[config.mk]
export PLATFORM = sky130hd
export DESIGN_NAME = cmm_ctrl
export DESIGN_NICKNAME = d
export VERILOG_FILES = /design/src/cmm_pkg.sv /design/src/cmm_wdog.sv /design/src/cmm_ctrl.sv
export SDC_FILE = /design/constraint.sdc
export NUM_CORES = 1
export LEC_CHECK = 0
export BUFFER_PORTS_ARGS = -buffer_cell sky130_fd_sc_hd__clkbuf_2
export CAP_MARGIN = 30
export CORE_MARGIN = 5
export CORE_UTILIZATION = 40
export CTS_CLUSTER_SIZE = 28
export DETAILED_ROUTE_END_ITERATION = 12
export PLACE_DENSITY_LB_ADDON = 0.25
export SLEW_MARGIN = 0
export SYNTH_ARGS = -nofsm -noshare
export SYNTH_HDL_FRONTEND = slang
export SYNTH_SLANG_ARGS = --single-unit
[constraint.sdc]
create_clock -name mclk -period 2.8 [get_ports mclk]
set_input_delay 0.42 -clock mclk [delete_from_list [all_inputs] [get_ports mclk]]
set_output_delay 0.42 -clock mclk [all_outputs]
set_load 0.02 [all_outputs]
[src/cmm_pkg.sv]
// Package with register map, field layout and timing constants.
package cmm_pkg;

  // APB byte offsets.
  localparam logic [7:0] CMM_OFF_CONFIG = 8'h00;
  localparam logic [7:0] CMM_OFF_MAP    = 8'h04;
  localparam logic [7:0] CMM_OFF_TMSK   = 8'h08;
  localparam logic [7:0] CMM_OFF_OPTION = 8'h0C;
  localparam logic [7:0] CMM_OFF_MODE   = 8'h10;
  localparam logic [7:0] CMM_OFF_WDOG   = 8'h14;
  localparam logic [7:0] CMM_OFF_STATUS = 8'h18;
  localparam logic [7:0] CMM_OFF_MASK   = 8'h1C;
  localparam logic [7:0] CMM_OFF_DECODE = 8'h20;

  // Configuration byte fields.
  localparam int CMM_CFG_WDOG_DIS = 2;
  localparam int CMM_CFG_ROM_EN   = 1;
  localparam int CMM_CFG_EE_EN    = 0;
  localparam logic [7:0] CMM_CFG_ERASED = 8'h0F;
  localparam logic [7:0] CMM_CFG_IMPL   = 8'h0F;

  // Protected register reset values.
  localparam logic [3:0] CMM_RAM_PAGE_RST = 4'h0;
  localparam logic [3:0] CMM_REG_PAGE_RST = 4'h1;
  localparam logic [7:0] CMM_TMSK_RST     = 8'h00;
  localparam logic [7:0] CMM_OPTION_RST   = 8'h00;

  // Protection window.
  localparam int CMM_PROT_CYCLES = 64;

  // Watchdog service keys.
  localparam logic [7:0] CMM_WDOG_KEY1 = 8'h55;
  localparam logic [7:0] CMM_WDOG_KEY2 = 8'hAA;
  localparam int CMM_WDOG_TIMEOUT = 65536;

  // Memory windows.
  localparam logic [15:0] CMM_EE_BASE  = 16'hB600;
  localparam logic [15:0] CMM_EE_LAST  = 16'hB7FF;
  localparam logic [15:0] CMM_ROM_BASE = 16'hE000;
  localparam logic [7:0]  CMM_RAM_SIZE = 8'hFF;
  localparam logic [7:0]  CMM_REG_SIZE = 8'h3F;

  // Status bit positions.
  localparam int CMM_ST_WDOG_RST = 0;
  localparam int CMM_ST_PROT_REJ = 1;

  typedef enum logic [1:0] {
    CMM_SEL_NONE = 2'b00,
    CMM_SEL_ROM  = 2'b01,
    CMM_SEL_RAM  = 2'b10,
    CMM_SEL_REG  = 2'b11
  } cmm_sel_type;

  typedef struct packed {
    logic        reg_hit;
    logic        ram_hit;
    logic        rom_hit;
    logic        eeprom_hit;
    cmm_sel_type winner;
  } cmm_decode_type;

endpackage : cmm_pkg

[src/cmm_wdog.sv]
// Watchdog counter with two-key service sequence.
`timescale 1ns/1ps
module cmm_wdog
  import cmm_pkg::*;
#(
  parameter int TIMEOUT = CMM_WDOG_TIMEOUT
) (
  // Clock and reset.
  input  wire logic       mclk,
  input  wire logic       reset_n,
  // Control.
  input  wire logic       enable,
  input  wire logic       key_valid,
  input  wire logic [7:0] key,
  // Result.
  output logic            timeout_pulse
);

  logic [31:0] count_q;
  logic        armed_q;

  // Apart from timeout and disable, the counter only restarts after both keys in order.
  always_ff @(posedge mclk or negedge reset_n) begin
    if (!reset_n) begin
      armed_q <= 1'b0;
    end else if (key_valid) begin
      armed_q <= (key == CMM_WDOG_KEY1);
    end
  end

  always_ff @(posedge mclk or negedge reset_n) begin
    if (!reset_n) begin
      count_q       <= 32'h0;
      timeout_pulse <= 1'b0;
    end else begin
      timeout_pulse <= 1'b0;
      if (!enable) begin
        count_q <= 32'h0;
      end else if (key_valid && armed_q && key == CMM_WDOG_KEY2) begin
        count_q <= 32'h0;
      end else if (count_q == 32'(TIMEOUT - 1)) begin
        count_q       <= 32'h0;
        timeout_pulse <= 1'b1;
      end else begin
        count_q <= count_q + 32'h1;
      end
    end
  end

  a_wdog_off_quiet: assert property (@(posedge mclk) disable iff (!reset_n)
    !enable |=> !timeout_pulse) else $error("watchdog fired while off");

endmodule : cmm_wdog

[src/cmm_ctrl.sv]
// Configuration, memory map and protected register control block.
`timescale 1ns/1ps
module cmm_ctrl
  import cmm_pkg::*;
#(
  parameter int WDOG_TIMEOUT = CMM_WDOG_TIMEOUT
) (
  // Clock and reset.
  input  wire logic        mclk,
  input  wire logic        reset_n,
  // APB slave.
  input  wire logic        psel,
  input  wire logic        penable,
  input  wire logic        pwrite,
  input  wire logic [7:0]  paddr,
  input  wire logic [31:0] pwdata,
  output logic             pready,
  output logic [31:0]      prdata,
  output logic             pslverr,
  // Nonvolatile byte and operating mode.
  input  wire logic [7:0]  nv_config_byte,
  input  wire logic        special_mode_pin,
  input  wire logic        single_chip_pin,
  // CPU address for decode.
  input  wire logic [15:0] cpu_addr,
  // Decode and system outputs.
  output cmm_decode_type   decode,
  output logic [7:0]       timer_mask_two,
  output logic [7:0]       option_value,
  output logic             watchdog_reset,
  output logic             irq
);

  logic [7:0]  config_q;
  logic        cfg_loaded_q;
  logic [3:0]  ram_page_select_q;
  logic [3:0]  register_block_page_select_q;
  logic [7:0]  tmsk_q;
  logic [7:0]  option_q;
  logic        special_mode_flag_q;
  logic        mode_loaded_q;
  logic [2:0]  once_q;
  logic [6:0]  cycle_q;
  logic [1:0]  status_q;
  logic [1:0]  mask_q;
  logic        wr_en;
  logic        rd_en;
  logic        in_window;
  logic [2:0]  prot_hit;
  logic        prot_reject;
  logic        wdog_pulse;
  logic        cpu_rom_on;
  logic [1:0]  ev;
  cmm_decode_type dec_d;

  // Single-cycle access phase: zero wait states.
  assign pready  = 1'b1;
  assign pslverr = 1'b0;
  assign wr_en   = psel && penable && pwrite;
  assign rd_en   = psel && penable && !pwrite;

  // Strap sampling at release; single_chip_pin is not sampled and is used live during operation.
  always_ff @(posedge mclk or negedge reset_n) begin
    if (!reset_n) begin
      config_q            <= CMM_CFG_ERASED;
      cfg_loaded_q        <= 1'b0;
      special_mode_flag_q <= 1'b0;
      mode_loaded_q       <= 1'b0;
    end else begin
      if (!cfg_loaded_q) begin
        config_q     <= nv_config_byte & CMM_CFG_IMPL;
        cfg_loaded_q <= 1'b1;
      end
      if (!mode_loaded_q) begin
        special_mode_flag_q <= special_mode_pin;
        mode_loaded_q       <= 1'b1;
      end else if (wr_en && paddr == CMM_OFF_MODE && !pwdata[0]) begin
        // The mode flag may only be cleared, never set again.
        special_mode_flag_q <= 1'b0;
      end
    end
  end

  // Bus-cycle counter for the protection window.
  always_ff @(posedge mclk or negedge reset_n) begin
    if (!reset_n) begin
      cycle_q <= 7'h00;
    end else if (cycle_q != 7'(CMM_PROT_CYCLES)) begin
      cycle_q <= cycle_q + 7'h01;
    end
  end

  assign in_window = (cycle_q < 7'(CMM_PROT_CYCLES));

  function automatic logic allow_write(input logic special,
                                       input logic window,
                                       input logic used);
    allow_write = special || (window && !used);
  endfunction : allow_write

  // Only these three offsets are protected.
  assign prot_hit[0] = wr_en && paddr == CMM_OFF_MAP;
  assign prot_hit[1] = wr_en && paddr == CMM_OFF_TMSK;
  assign prot_hit[2] = wr_en && paddr == CMM_OFF_OPTION;

  always_comb begin
    prot_reject = 1'b0;
    for (int i = 0; i < 3; i++) begin
      if (prot_hit[i] &&
          !allow_write(special_mode_flag_q, in_window, once_q[i])) begin
        prot_reject = 1'b1;
      end
    end
  end

  // Protected registers; rejected writes are dropped and flagged in status.
  always_ff @(posedge mclk or negedge reset_n) begin
    if (!reset_n) begin
      ram_page_select_q            <= CMM_RAM_PAGE_RST;
      register_block_page_select_q <= CMM_REG_PAGE_RST;
      tmsk_q                       <= CMM_TMSK_RST;
      option_q                     <= CMM_OPTION_RST;
      once_q                       <= 3'h0;
    end else begin
      if (prot_hit[0] &&
          allow_write(special_mode_flag_q, in_window, once_q[0])) begin
        ram_page_select_q            <= pwdata[7:4];
        register_block_page_select_q <= pwdata[3:0];
        once_q[0]                    <= 1'b1;
      end
      if (prot_hit[1] &&
          allow_write(special_mode_flag_q, in_window, once_q[1])) begin
        tmsk_q    <= pwdata[7:0];
        once_q[1] <= 1'b1;
      end
      if (prot_hit[2] &&
          allow_write(special_mode_flag_q, in_window, once_q[2])) begin
        option_q  <= pwdata[7:0];
        once_q[2] <= 1'b1;
      end
    end
  end

  assign timer_mask_two = tmsk_q;
  assign option_value   = option_q;

  // Watchdog; disable bit gates the counter entirely.
  cmm_wdog #(
    .TIMEOUT (WDOG_TIMEOUT)
  ) u_wdog (
    .mclk          (mclk),
    .reset_n       (reset_n),
    .enable        (cfg_loaded_q && !config_q[CMM_CFG_WDOG_DIS]),
    .key_valid     (wr_en && paddr == CMM_OFF_WDOG),
    .key           (pwdata[7:0]),
    .timeout_pulse (wdog_pulse)
  );

  assign watchdog_reset = wdog_pulse;

  // ROM presence, forced on in normal single-chip mode.
  assign cpu_rom_on = config_q[CMM_CFG_ROM_EN] ||
                      (!special_mode_flag_q && single_chip_pin);

  // Address decode with priority: registers, then RAM, then ROM.
  always_comb begin
    dec_d.reg_hit = (cpu_addr[15:12] == register_block_page_select_q) &&
                    (cpu_addr[11:0] <= {4'h0, 2'b00, CMM_REG_SIZE[5:0]});
    dec_d.ram_hit = (cpu_addr[15:12] == ram_page_select_q) &&
                    (cpu_addr[11:8] == 4'h0) && !dec_d.reg_hit;
    dec_d.rom_hit = cpu_rom_on && (cpu_addr >= CMM_ROM_BASE) &&
                    !dec_d.reg_hit && !dec_d.ram_hit;
    dec_d.eeprom_hit = config_q[CMM_CFG_EE_EN] &&
                       (cpu_addr >= CMM_EE_BASE) &&
                       (cpu_addr <= CMM_EE_LAST) &&
                       !dec_d.reg_hit && !dec_d.ram_hit;
    if (dec_d.reg_hit) begin
      dec_d.winner = CMM_SEL_REG;
    end else if (dec_d.ram_hit) begin
      dec_d.winner = CMM_SEL_RAM;
    end else if (dec_d.rom_hit) begin
      dec_d.winner = CMM_SEL_ROM;
    end else begin
      dec_d.winner = CMM_SEL_NONE;
    end
  end

  always_ff @(posedge mclk or negedge reset_n) begin
    if (!reset_n) begin
      decode <= '0;
    end else begin
      decode <= dec_d;
    end
  end

  // Sticky events: set wins over write-one-to-clear.
  assign ev[CMM_ST_WDOG_RST] = wdog_pulse;
  assign ev[CMM_ST_PROT_REJ] = prot_reject;

  always_ff @(posedge mclk or negedge reset_n) begin
    if (!reset_n) begin
      status_q <= 2'b00;
      mask_q   <= 2'b00;
    end else begin
      if (wr_en && paddr == CMM_OFF_STATUS) begin
        status_q <= (status_q & ~pwdata[1:0]) | ev;
      end else begin
        status_q <= status_q | ev;
      end
      if (wr_en && paddr == CMM_OFF_MASK) begin
        mask_q <= pwdata[1:0];
      end
    end
  end

  assign irq = |(status_q & mask_q);

  // Read data is combinational and driven only while rd_en is high.
  always_comb begin
    prdata = 32'h0;
    if (rd_en) begin
      case (paddr)
        CMM_OFF_CONFIG: prdata = {24'h0, config_q & CMM_CFG_IMPL};
        CMM_OFF_MAP:    prdata = {24'h0, ram_page_select_q,
                                  register_block_page_select_q};
        CMM_OFF_TMSK:   prdata = {24'h0, tmsk_q};
        CMM_OFF_OPTION: prdata = {24'h0, option_q};
        CMM_OFF_MODE:   prdata = {31'h0, special_mode_flag_q};
        CMM_OFF_STATUS: prdata = {30'h0, status_q};
        CMM_OFF_MASK:   prdata = {30'h0, mask_q};
        CMM_OFF_DECODE: prdata = {29'h0, in_window, once_q[1:0]};
        default:        prdata = 32'h0;
      endcase
    end
  end

  a_cfg_upper_zero: assert property (@(posedge mclk) disable iff (!reset_n)
    config_q[7:4] == 4'h0) else $error("config upper bits set");
  a_cfg_copy_once: assert property (@(posedge mclk) disable iff (!reset_n)
    !cfg_loaded_q |=> config_q == ($past(nv_config_byte) & 8'h0F))
    else $error("config not copied");
  a_late_map_kept: assert property (@(posedge mclk) disable iff (!reset_n)
    prot_hit[0] && !special_mode_flag_q && !in_window |=>
    $stable(ram_page_select_q) && $stable(register_block_page_select_q))
    else $error("late map write took effect");
  a_once_map_kept: assert property (@(posedge mclk) disable iff (!reset_n)
    prot_hit[0] && !special_mode_flag_q && once_q[0] |=>
    $stable(register_block_page_select_q)) else $error("second write");
  a_special_write: assert property (@(posedge mclk) disable iff (!reset_n)
    prot_hit[1] && special_mode_flag_q |=> tmsk_q == $past(pwdata[7:0]))
    else $error("special write lost");
  a_rom_forced_on: assert property (@(posedge mclk) disable iff (!reset_n)
    !special_mode_flag_q && single_chip_pin |-> cpu_rom_on)
    else $error("rom off in single chip");
  a_reg_over_ram: assert property (@(posedge mclk) disable iff (!reset_n)
    dec_d.reg_hit |=> decode.winner == CMM_SEL_REG && !decode.ram_hit)
    else $error("register block lost priority");
  a_eeprom_off: assert property (@(posedge mclk) disable iff (!reset_n)
    !config_q[CMM_CFG_EE_EN] |=> !decode.eeprom_hit)
    else $error("eeprom decoded while off");
  a_window_closes: assert property (@(posedge mclk) disable iff (!reset_n)
    cycle_q == 7'd63 |=> !in_window) else $error("window length");

endmodule : cmm_ctrl

==> results of run 1 <==
## report_power, final
part / total, W / leakage [nW] / internal, W / switching [W]
combinational: 0.000204 / 1.08 / 0.0000684 / 0.000136
sequential: 0.00126 / 1.13 / 0.00124 / 0.0000200
clock: 0.00136 / 0.162 / 0.000891 / 0.000472
total: 0.00282 / 2.38 / 0.00220 / 0.000628
## flip-flops by register name, indices dropped and copies added (netlist names)
register	cells
option_value	8
cycle_q	7
special_mode_flag_q	1
u_wdog.armed_q	1
register_block_page_select_q	4
u_wdog.count_q	32
once_q	3
mode_loaded_q	1
u_wdog.timeout_pulse	1
mask_q	2
status_q	2
ram_page_select_q	4
timer_mask_two	8
config_q	4
decode	6
## Yosys cell counts (6+ instances only)
master | number | area [µm²]
xnor2_1 | 16 | 140
nand3_1 | 17 | 85.1
buf_4 | 29 | 218
or4_1 | 15 | 113
nor3_1 | 22 | 110
xor2_1 | 11 | 96.3
mux2_2 | 37 | 417
nor4_1 | 13 | 81.3
nand4_1 | 13 | 81.3
buf_2 | 6 | 30.0
nor2_1 | 21 | 78.8
o31ai_1 | 9 | 67.6
dfrtp_1 | 79 | 1980
inv_1 | 8 | 30.0
clkbuf_1 | 11 | 41.3
nand2_1 | 15 | 56.3
o21ai_0 | 10 | 50.1
a211oi_1 | 12 | 90.1
or3_1 | 6 | 37.5
## worst register-to-register path: stages, from the launching register on
cell and delay, ns:
dfrtp_1 0.40, ha_1 0.25, nand3_2 0.18, or4_4 0.65, or4_1 0.50, a211oi_1 0.25
## layer usage
metal / wire length [µm] / GRT usage (%)
met3: 716 / 4.11
met1: 4930 / 21.3
met4: 165 / 7.03
met5: 0 / 0
met2: 5320 / 25.8
## metrics by stage
step	util (%)	area, µm²	hold WS, ns	cells
after floorplan	-	4780	0.124	465
after global placement	44.6	5110	0.467	640
after detailed placement	44.6	5110	0.467	640
after CTS	47.6	5460	0.121	655
after global routing	47.6	5460	0.156	655
final	47.6	5460	0.107	655
## cell type report
cell class | instances | area [µm²]
fillers | 1061 | 6010
multi-input cells | 326 | 2350
well taps | 143 | 179
repair buffers | 79 | 450
clock buffers | 11 | 243
clock inverters | 4 | 97.6
inverters | 8 | 30.0
flip-flops and latches | 84 | 2110
## worst max-delay path by stage
| stage | start | endpoint | slack [ns] | cells past startpoint |
|---|---|---|---|---|
| floorplan | paddr[1] | prdata[1] | 0.44 | 5 |
| global placement | paddr[3] | prdata[1] | 0.26 | 6 |
| detailed placement | paddr[3] | prdata[1] | 0.26 | 6 |
| CTS | register_block_page_select_q[0]$_DFFE_PN1P_ | prdata[0] | 0.19 | 5 |
| global route | paddr[3] | prdata[1] | 0.12 | 6 |
| finish | register_block_page_select_q[0]$_DFFE_PN1P_ | prdata[0] | 0.20 | 5 |
## layout by cell type, fill, tap and decap left out, types with 5 or more instances in the layout
| cell | count |
|---|---|
| dfrtp_1 | 79 |
| clkbuf_2 | 67 |
| mux2_2 | 37 |
| conb_1 | 27 |
| nor3_1 | 22 |
| nor2_1 | 21 |
| nand3_1 | 17 |
| xnor2_1 | 16 |
| nand2_1 | 15 |
| or4_1 | 15 |
| nand4_1 | 13 |
| nor4_1 | 13 |
| a211oi_1 | 12 |
| xor2_1 | 11 |
| o21ai_0 | 10 |
| buf_4 | 10 |
| o31ai_1 | 9 |
| clkbuf_16 | 9 |
| inv_1 | 8 |
| or3_1 | 6 |
| and4_1 | 5 |
| a21oi_1 | 5 |
| a22oi_1 | 5 |
| dfstp_2 | 5 |
## kinds of logic (layout without fill, tap and decap cells)
group,after synthesis,in the layout
simple gates,163,163
flops,84,84
compound gates,65,65
buf+inv,55,102
mux,41,41
xor+xnor,27,27
fa+ha+maj,3,3
other cells,2,27
==> reports/metrics.cfg, run 1 <==
[status]
status = finished, final reports clean

[placed_design]
pre_cts_ws_ns = 0.256
portBuffers = 68
place.gp.congestion = 0.863
hpwl_um = 7900

[floorplanning]
die_w_um = 118
rows = 39
start_util_pct = 40.8
core_area_mm2 = 0.0115
ios = 129
dieArea_mm2 = 0.0140
die_y_um = 118

[clock_network]
postCtsResizedCells = 0
clk_pin_slew_ns = 0.06
cts_tree = done
postCtsHoldBufs = 0
cts_sinks = 84
h-tree-depth = 3
cts.path.max_buffers = 2
post_cts_buffers = 0
root_buffer = clkbuf_16
clkLatencyLatePin_ns = 0.34
cts_made_buffers = 9

[logic_synthesis]
syn_area_per_cell_um2 = 10.6
yosysWarnings = 0
synthFlopType = dfrtp_1
syn-instance-count = 440
yosys.area_share.simple_pct = 21.3
async_reset_ff_share_pct = 100
synth-xor-area-share_pct = 5.05
synth-edff-count = 0
ys_seq_elements = 84
synthAdderAreaFrac_pct = 0.801
yosysUniqueCellTypes = 66
synth_top_family_by_area = simple AND/OR/NAND/NOR gates
synth_compound_area_share_pct = 10.6
syn-cell-area_mm2 = 0.00468
ys_seq_area_share_pct = 45.0
synthMuxAreaShare_pct = 10.0

[power_and_ir_drop]
p_leak_nw = 2.38
vdd_drop_max_v = 0.000317
p_per_area_mw_per_mm2 = 518
total_power_w = 0.00282

[finish]
drive_gt1_share_pct = 29.9
nets = 582
area_growth_pct = 16.5
antenna_cells = 0

[detailed_routing]
num_vias = 3669
antenna_left = 0
firstDrtPassIters = 6
wl_um = 11100
routed_via_density = 5.60
wl_per_cell_um = 17.0
drt_iter0_drc = 322
drc_errors = 0

[timing]
fin_crit_ns = 2.60
grt_setup_unrepaired = false
fin_skew_ns = 0.00541
max_slew_margin_pct = 41.3
setup_slack_ns = 0.202
setup_viol = 0
final_hold_viol_count = 0
tightest_slew_ns = 0.877
setup-tns-final_ns = 0
fmax_ghz = 0.385
fin_crit_sh_pct = 92.8
drv_slew = 0

[worst_setup_path]
endpoint_kind = output pin
crit_type = register to output pin
path_buf_inv = 1
start_kind = register
crit_family = simple AND/OR/NAND/NOR gates
path_cells = mux4_2 -> or4b_2 -> a21boi_0 -> o21ba_2 -> clkbuf_2
cp_max_fo = 3
worst_path_largest_cell_delay_ns = 0.57
reg2regPathDepth = 5
r2r_start = u_wdog.count_q[0]$_DFF_PN0_
rr_endpoint = u_wdog.count_q[28]$_DFF_PN0_
rrSetupSlack_ns = 0.47
cpMaxStageDelayCell = or4b_2
critPathRequiredTime_ns = 2.38
cp.arrival_ns = 2.18

[global_route]
globalRouteOverflowTotal = 0
grt_max_degree = 85
grt_util_all_layers_pct = 16.3
grt_pass1_vias = 3709
grt_pass1_wl_um = 19000
antenna_found_initial = 0

[min_path]
min_path_type = input port to asynchronous set/reset pin

[flow_run]
maxCapViolations = 0

(Power assumes the default switching activity.)
==> run 2, diff against run 1 <==
--- a/config.mk
+++ b/config.mk
@@ -15,4 +15,5 @@
 export SLEW_MARGIN = 0
 export SYNTH_ARGS = -nofsm -noshare
 export SYNTH_HDL_FRONTEND = slang
+export SYNTH_HIERARCHICAL = 1
 export SYNTH_SLANG_ARGS = --single-unit
==> reports/metrics.cfg, run 2 <==
[status]
status = finished, final reports clean

[timing]
final_hold_viol_count = 0  ; unchanged
fin_skew_ns = 0.00446  ; -0.000948 ns
setup_viol = 0  ; unchanged
drv_slew = 0  ; unchanged
setup_slack_ns = 0.377  ; +0.175 ns
fin_crit_sh_pct = 86.5  ; -6.2 points
grt_setup_unrepaired = false
setup-tns-final_ns = 0  ; unchanged
tightest_slew_ns = 0.753  ; -0.124 ns
fin_crit_ns = 2.42  ; -0.175 ns
max_slew_margin_pct = 49.4  ; +8.1 points
fmax_ghz = 0.413  ; +7.2%

[floorplanning]
core_area_mm2 = 0.0113  ; -1.7%
die_y_um = 117  ; -1.2%
dieArea_mm2 = 0.0136  ; -2.4%
die_w_um = 117  ; -1.2%
start_util_pct = 40.4  ; -0.40 points
ios = 129  ; unchanged
rows = 39  ; unchanged

[detailed_routing]
wl_per_cell_um = 15.9  ; -6.7%
num_vias = 3432  ; -6.5%
wl_um = 10400  ; -7.0%
routed_via_density = 5.26  ; -6.2%
drt_iter0_drc = 241  ; -25%
drc_errors = 0  ; unchanged
antenna_left = 0  ; unchanged
firstDrtPassIters = 4  ; -2

[finish]
antenna_cells = 0  ; unchanged
drive_gt1_share_pct = 29.4  ; -0.47 points
fill_cells = 1086  ; +2.4%
final_area_mm2 = 0.00532  ; -2.5%
final_cell_mix = dfrtp_1 (79), clkbuf_2 (67), nor2_1 (44)
nets = 579  ; -0.52%
top_register = u_wdog/count_q
largest_reg_flops = 32  ; unchanged
mostFrequentLayoutCell = dfrtp_1
area_growth_pct = 16.7

[placed_design]
pre_cts_ws_ns = 0.228  ; -0.0289 ns
portBuffers = 68  ; unchanged
place.gp.congestion = 0.833  ; -3.5%
hpwl_um = 7570  ; -4.2%
placed_area_mm2 = 0.00502  ; -1.9%

[global_route]
globalRouteOverflowTotal = 0  ; unchanged
antenna_found_initial = 0  ; unchanged
grt_pass1_wl_um = 16700  ; -12%
grt_util_all_layers_pct = 15.7  ; -0.65 points
grt_pass1_vias = 3331  ; -10%
grt_max_degree = 47  ; -45%

[worst_setup_path]
critPathRequiredTime_ns = 2.38  ; about the same
cp_max_fo = 3  ; unchanged
cp.arrival_ns = 2.00  ; -0.18 ns
rrSetupSlack_ns = 0.65  ; +0.18 ns
endpoint_kind = output pin
start_kind = register
reg2regPathDepth = 8  ; +3
crit_type = register to output pin
r2r_start = u_wdog/count_q[0]$_DFF_PN0_
rr_endpoint = u_wdog/count_q[5]$_DFF_PN0_

[logic_synthesis]
synth_common_cells = dfrtp_1 (79), nor2_1 (44), mux2_2 (34)
syn_area_per_cell_um2 = 10.6  ; -0.64%
synth.top_cell.area_share_pct = 43.4  ; +1.2 points
yosysMostFrequentCell = dfrtp_1
ys_seq_area_share_pct = 46.3  ; +1.2 points
yosys-top-cells-area = dfrtp_1 (43%), mux2_2 (8.4%), buf_4 (4.4%)
syn-cell-area_mm2 = 0.00456  ; -2.7%
syn-instance-count = 431  ; -2.0%
yosysWarnings = 6  ; +6
ys_seq_elements = 84  ; unchanged
synth-edff-count = 0  ; unchanged
synthFlopType = dfrtp_1
yosys.area.top_type = dfrtp_1
yosysUniqueCellTypes = 59  ; -11%
async_reset_ff_share_pct = 100  ; unchanged

[clock_network]
cts_sinks = 84  ; unchanged
postCtsResizedCells = 0  ; unchanged
clk_pin_slew_ns = 0.07  ; about the same
cts_made_buffers = 9  ; unchanged
root_buffer = clkbuf_16
clkLatencyLatePin_ns = 0.34  ; about the same
post_cts_buffers = 0  ; unchanged
cts.path.max_buffers = 2  ; unchanged
cts_tree = done
postCtsHoldBufs = 0  ; unchanged
h-tree-depth = 3  ; unchanged

[flow_run]
maxCapViolations = 0  ; unchanged

[min_path]
min_path_type = input port to asynchronous set/reset pin

[power_and_ir_drop]
p_leak_nw = 2.43  ; +2.1%
vdd_drop_max_v = 0.000394  ; +24%
total_power_w = 0.00268  ; -5.2%
p_per_area_mw_per_mm2 = 503  ; -2.8%

[run 2: area by class of cell]
cell class | count | area, µm² | area share (%)
tap | 143 | 179 | 3.36
inverter | 9 | 33.8 | 0.635
multi-input combinational | 322 | 2260 | 42.4
clock buffer | 11 | 243 | 4.56
timing repair buffer | 79 | 438 | 8.23
clock inverter | 5 | 60.1 | 1.13
sequential | 84 | 2110 | 39.6
[run 2: worst max-delay path: stages, from the launching register on]
cell      delay, ns
dfstp_2        0.55
mux2i_1        0.11
mux4_2         0.47
nand2b_1       0.16
a21oi_1        0.17
clkbuf_2       0.19
[run 2: through the flow]
| stage | hold slack [ns] | std cells | utilization (%) |
|---|---|---|---|
| 2_1_floorplan | 0.124 | 456 | - |
| 6_report | 0.0696 | 653 | 47.2 |
| 4_1_cts | 0.0862 | 653 | 47.2 |
| 3_5_place_dp | 0.454 | 637 | 44.5 |
| 3_3_place_gp | 0.441 | 637 | 44.5 |
| 5_1_grt | 0.110 | 653 | 47.2 |
[run 2: how the worst max path moves through the flow]
stage	slack, ns	startpoint	depth (start not counted)	endpoint
global route	0.22	register_block_page_select_q[0]$_DFFE_PN1P_	5	prdata[0]
global placement	0.20	paddr[7]	10	u_wdog/count_q[4]$_DFF_PN0_
floorplan	0.19	paddr[5]	10	u_wdog/count_q[12]$_DFF_PN0_
detailed placement	0.23	paddr[7]	10	u_wdog/count_q[2]$_DFF_PN0_
CTS	0.35	register_block_page_select_q[0]$_DFFE_PN1P_	5	prdata[0]
finish	0.38	register_block_page_select_q[0]$_DFFE_PN1P_	5	prdata[0]
[run 2: cells by family after synthesis]
family / after synthesis / synth area share, %
muxes: 45 / 11.6
AOI/OAI and AO/OA: 45 / 6.95
other: 2 / 0.165
and+or+nand+nor: 169 / 21.2
adders and majority gates: 3 / 0.824
buffers and inverters: 50 / 6.59
xor gates and xnor gates: 33 / 6.34
DFF: 84 / 46.3
[run 2: layer usage]
layer	vias to the layer above	global-route usage, %	share of wire [%]
met5	-	0	0
met4	0	5.58	2.0
met3	17	3.58	6.6
met2	91	26.0	49
met1	1683	20.1	43
li1	1641	-	-
[run 2: report_power, final]
group	internal, W	total (W)	switching, W
clock	0.000719	0.00121	0.000490
sequential	0.00124	0.00125	0.0000176
combinational	0.0000717	0.000213	0.000142
total	0.00203	0.00268	0.000649
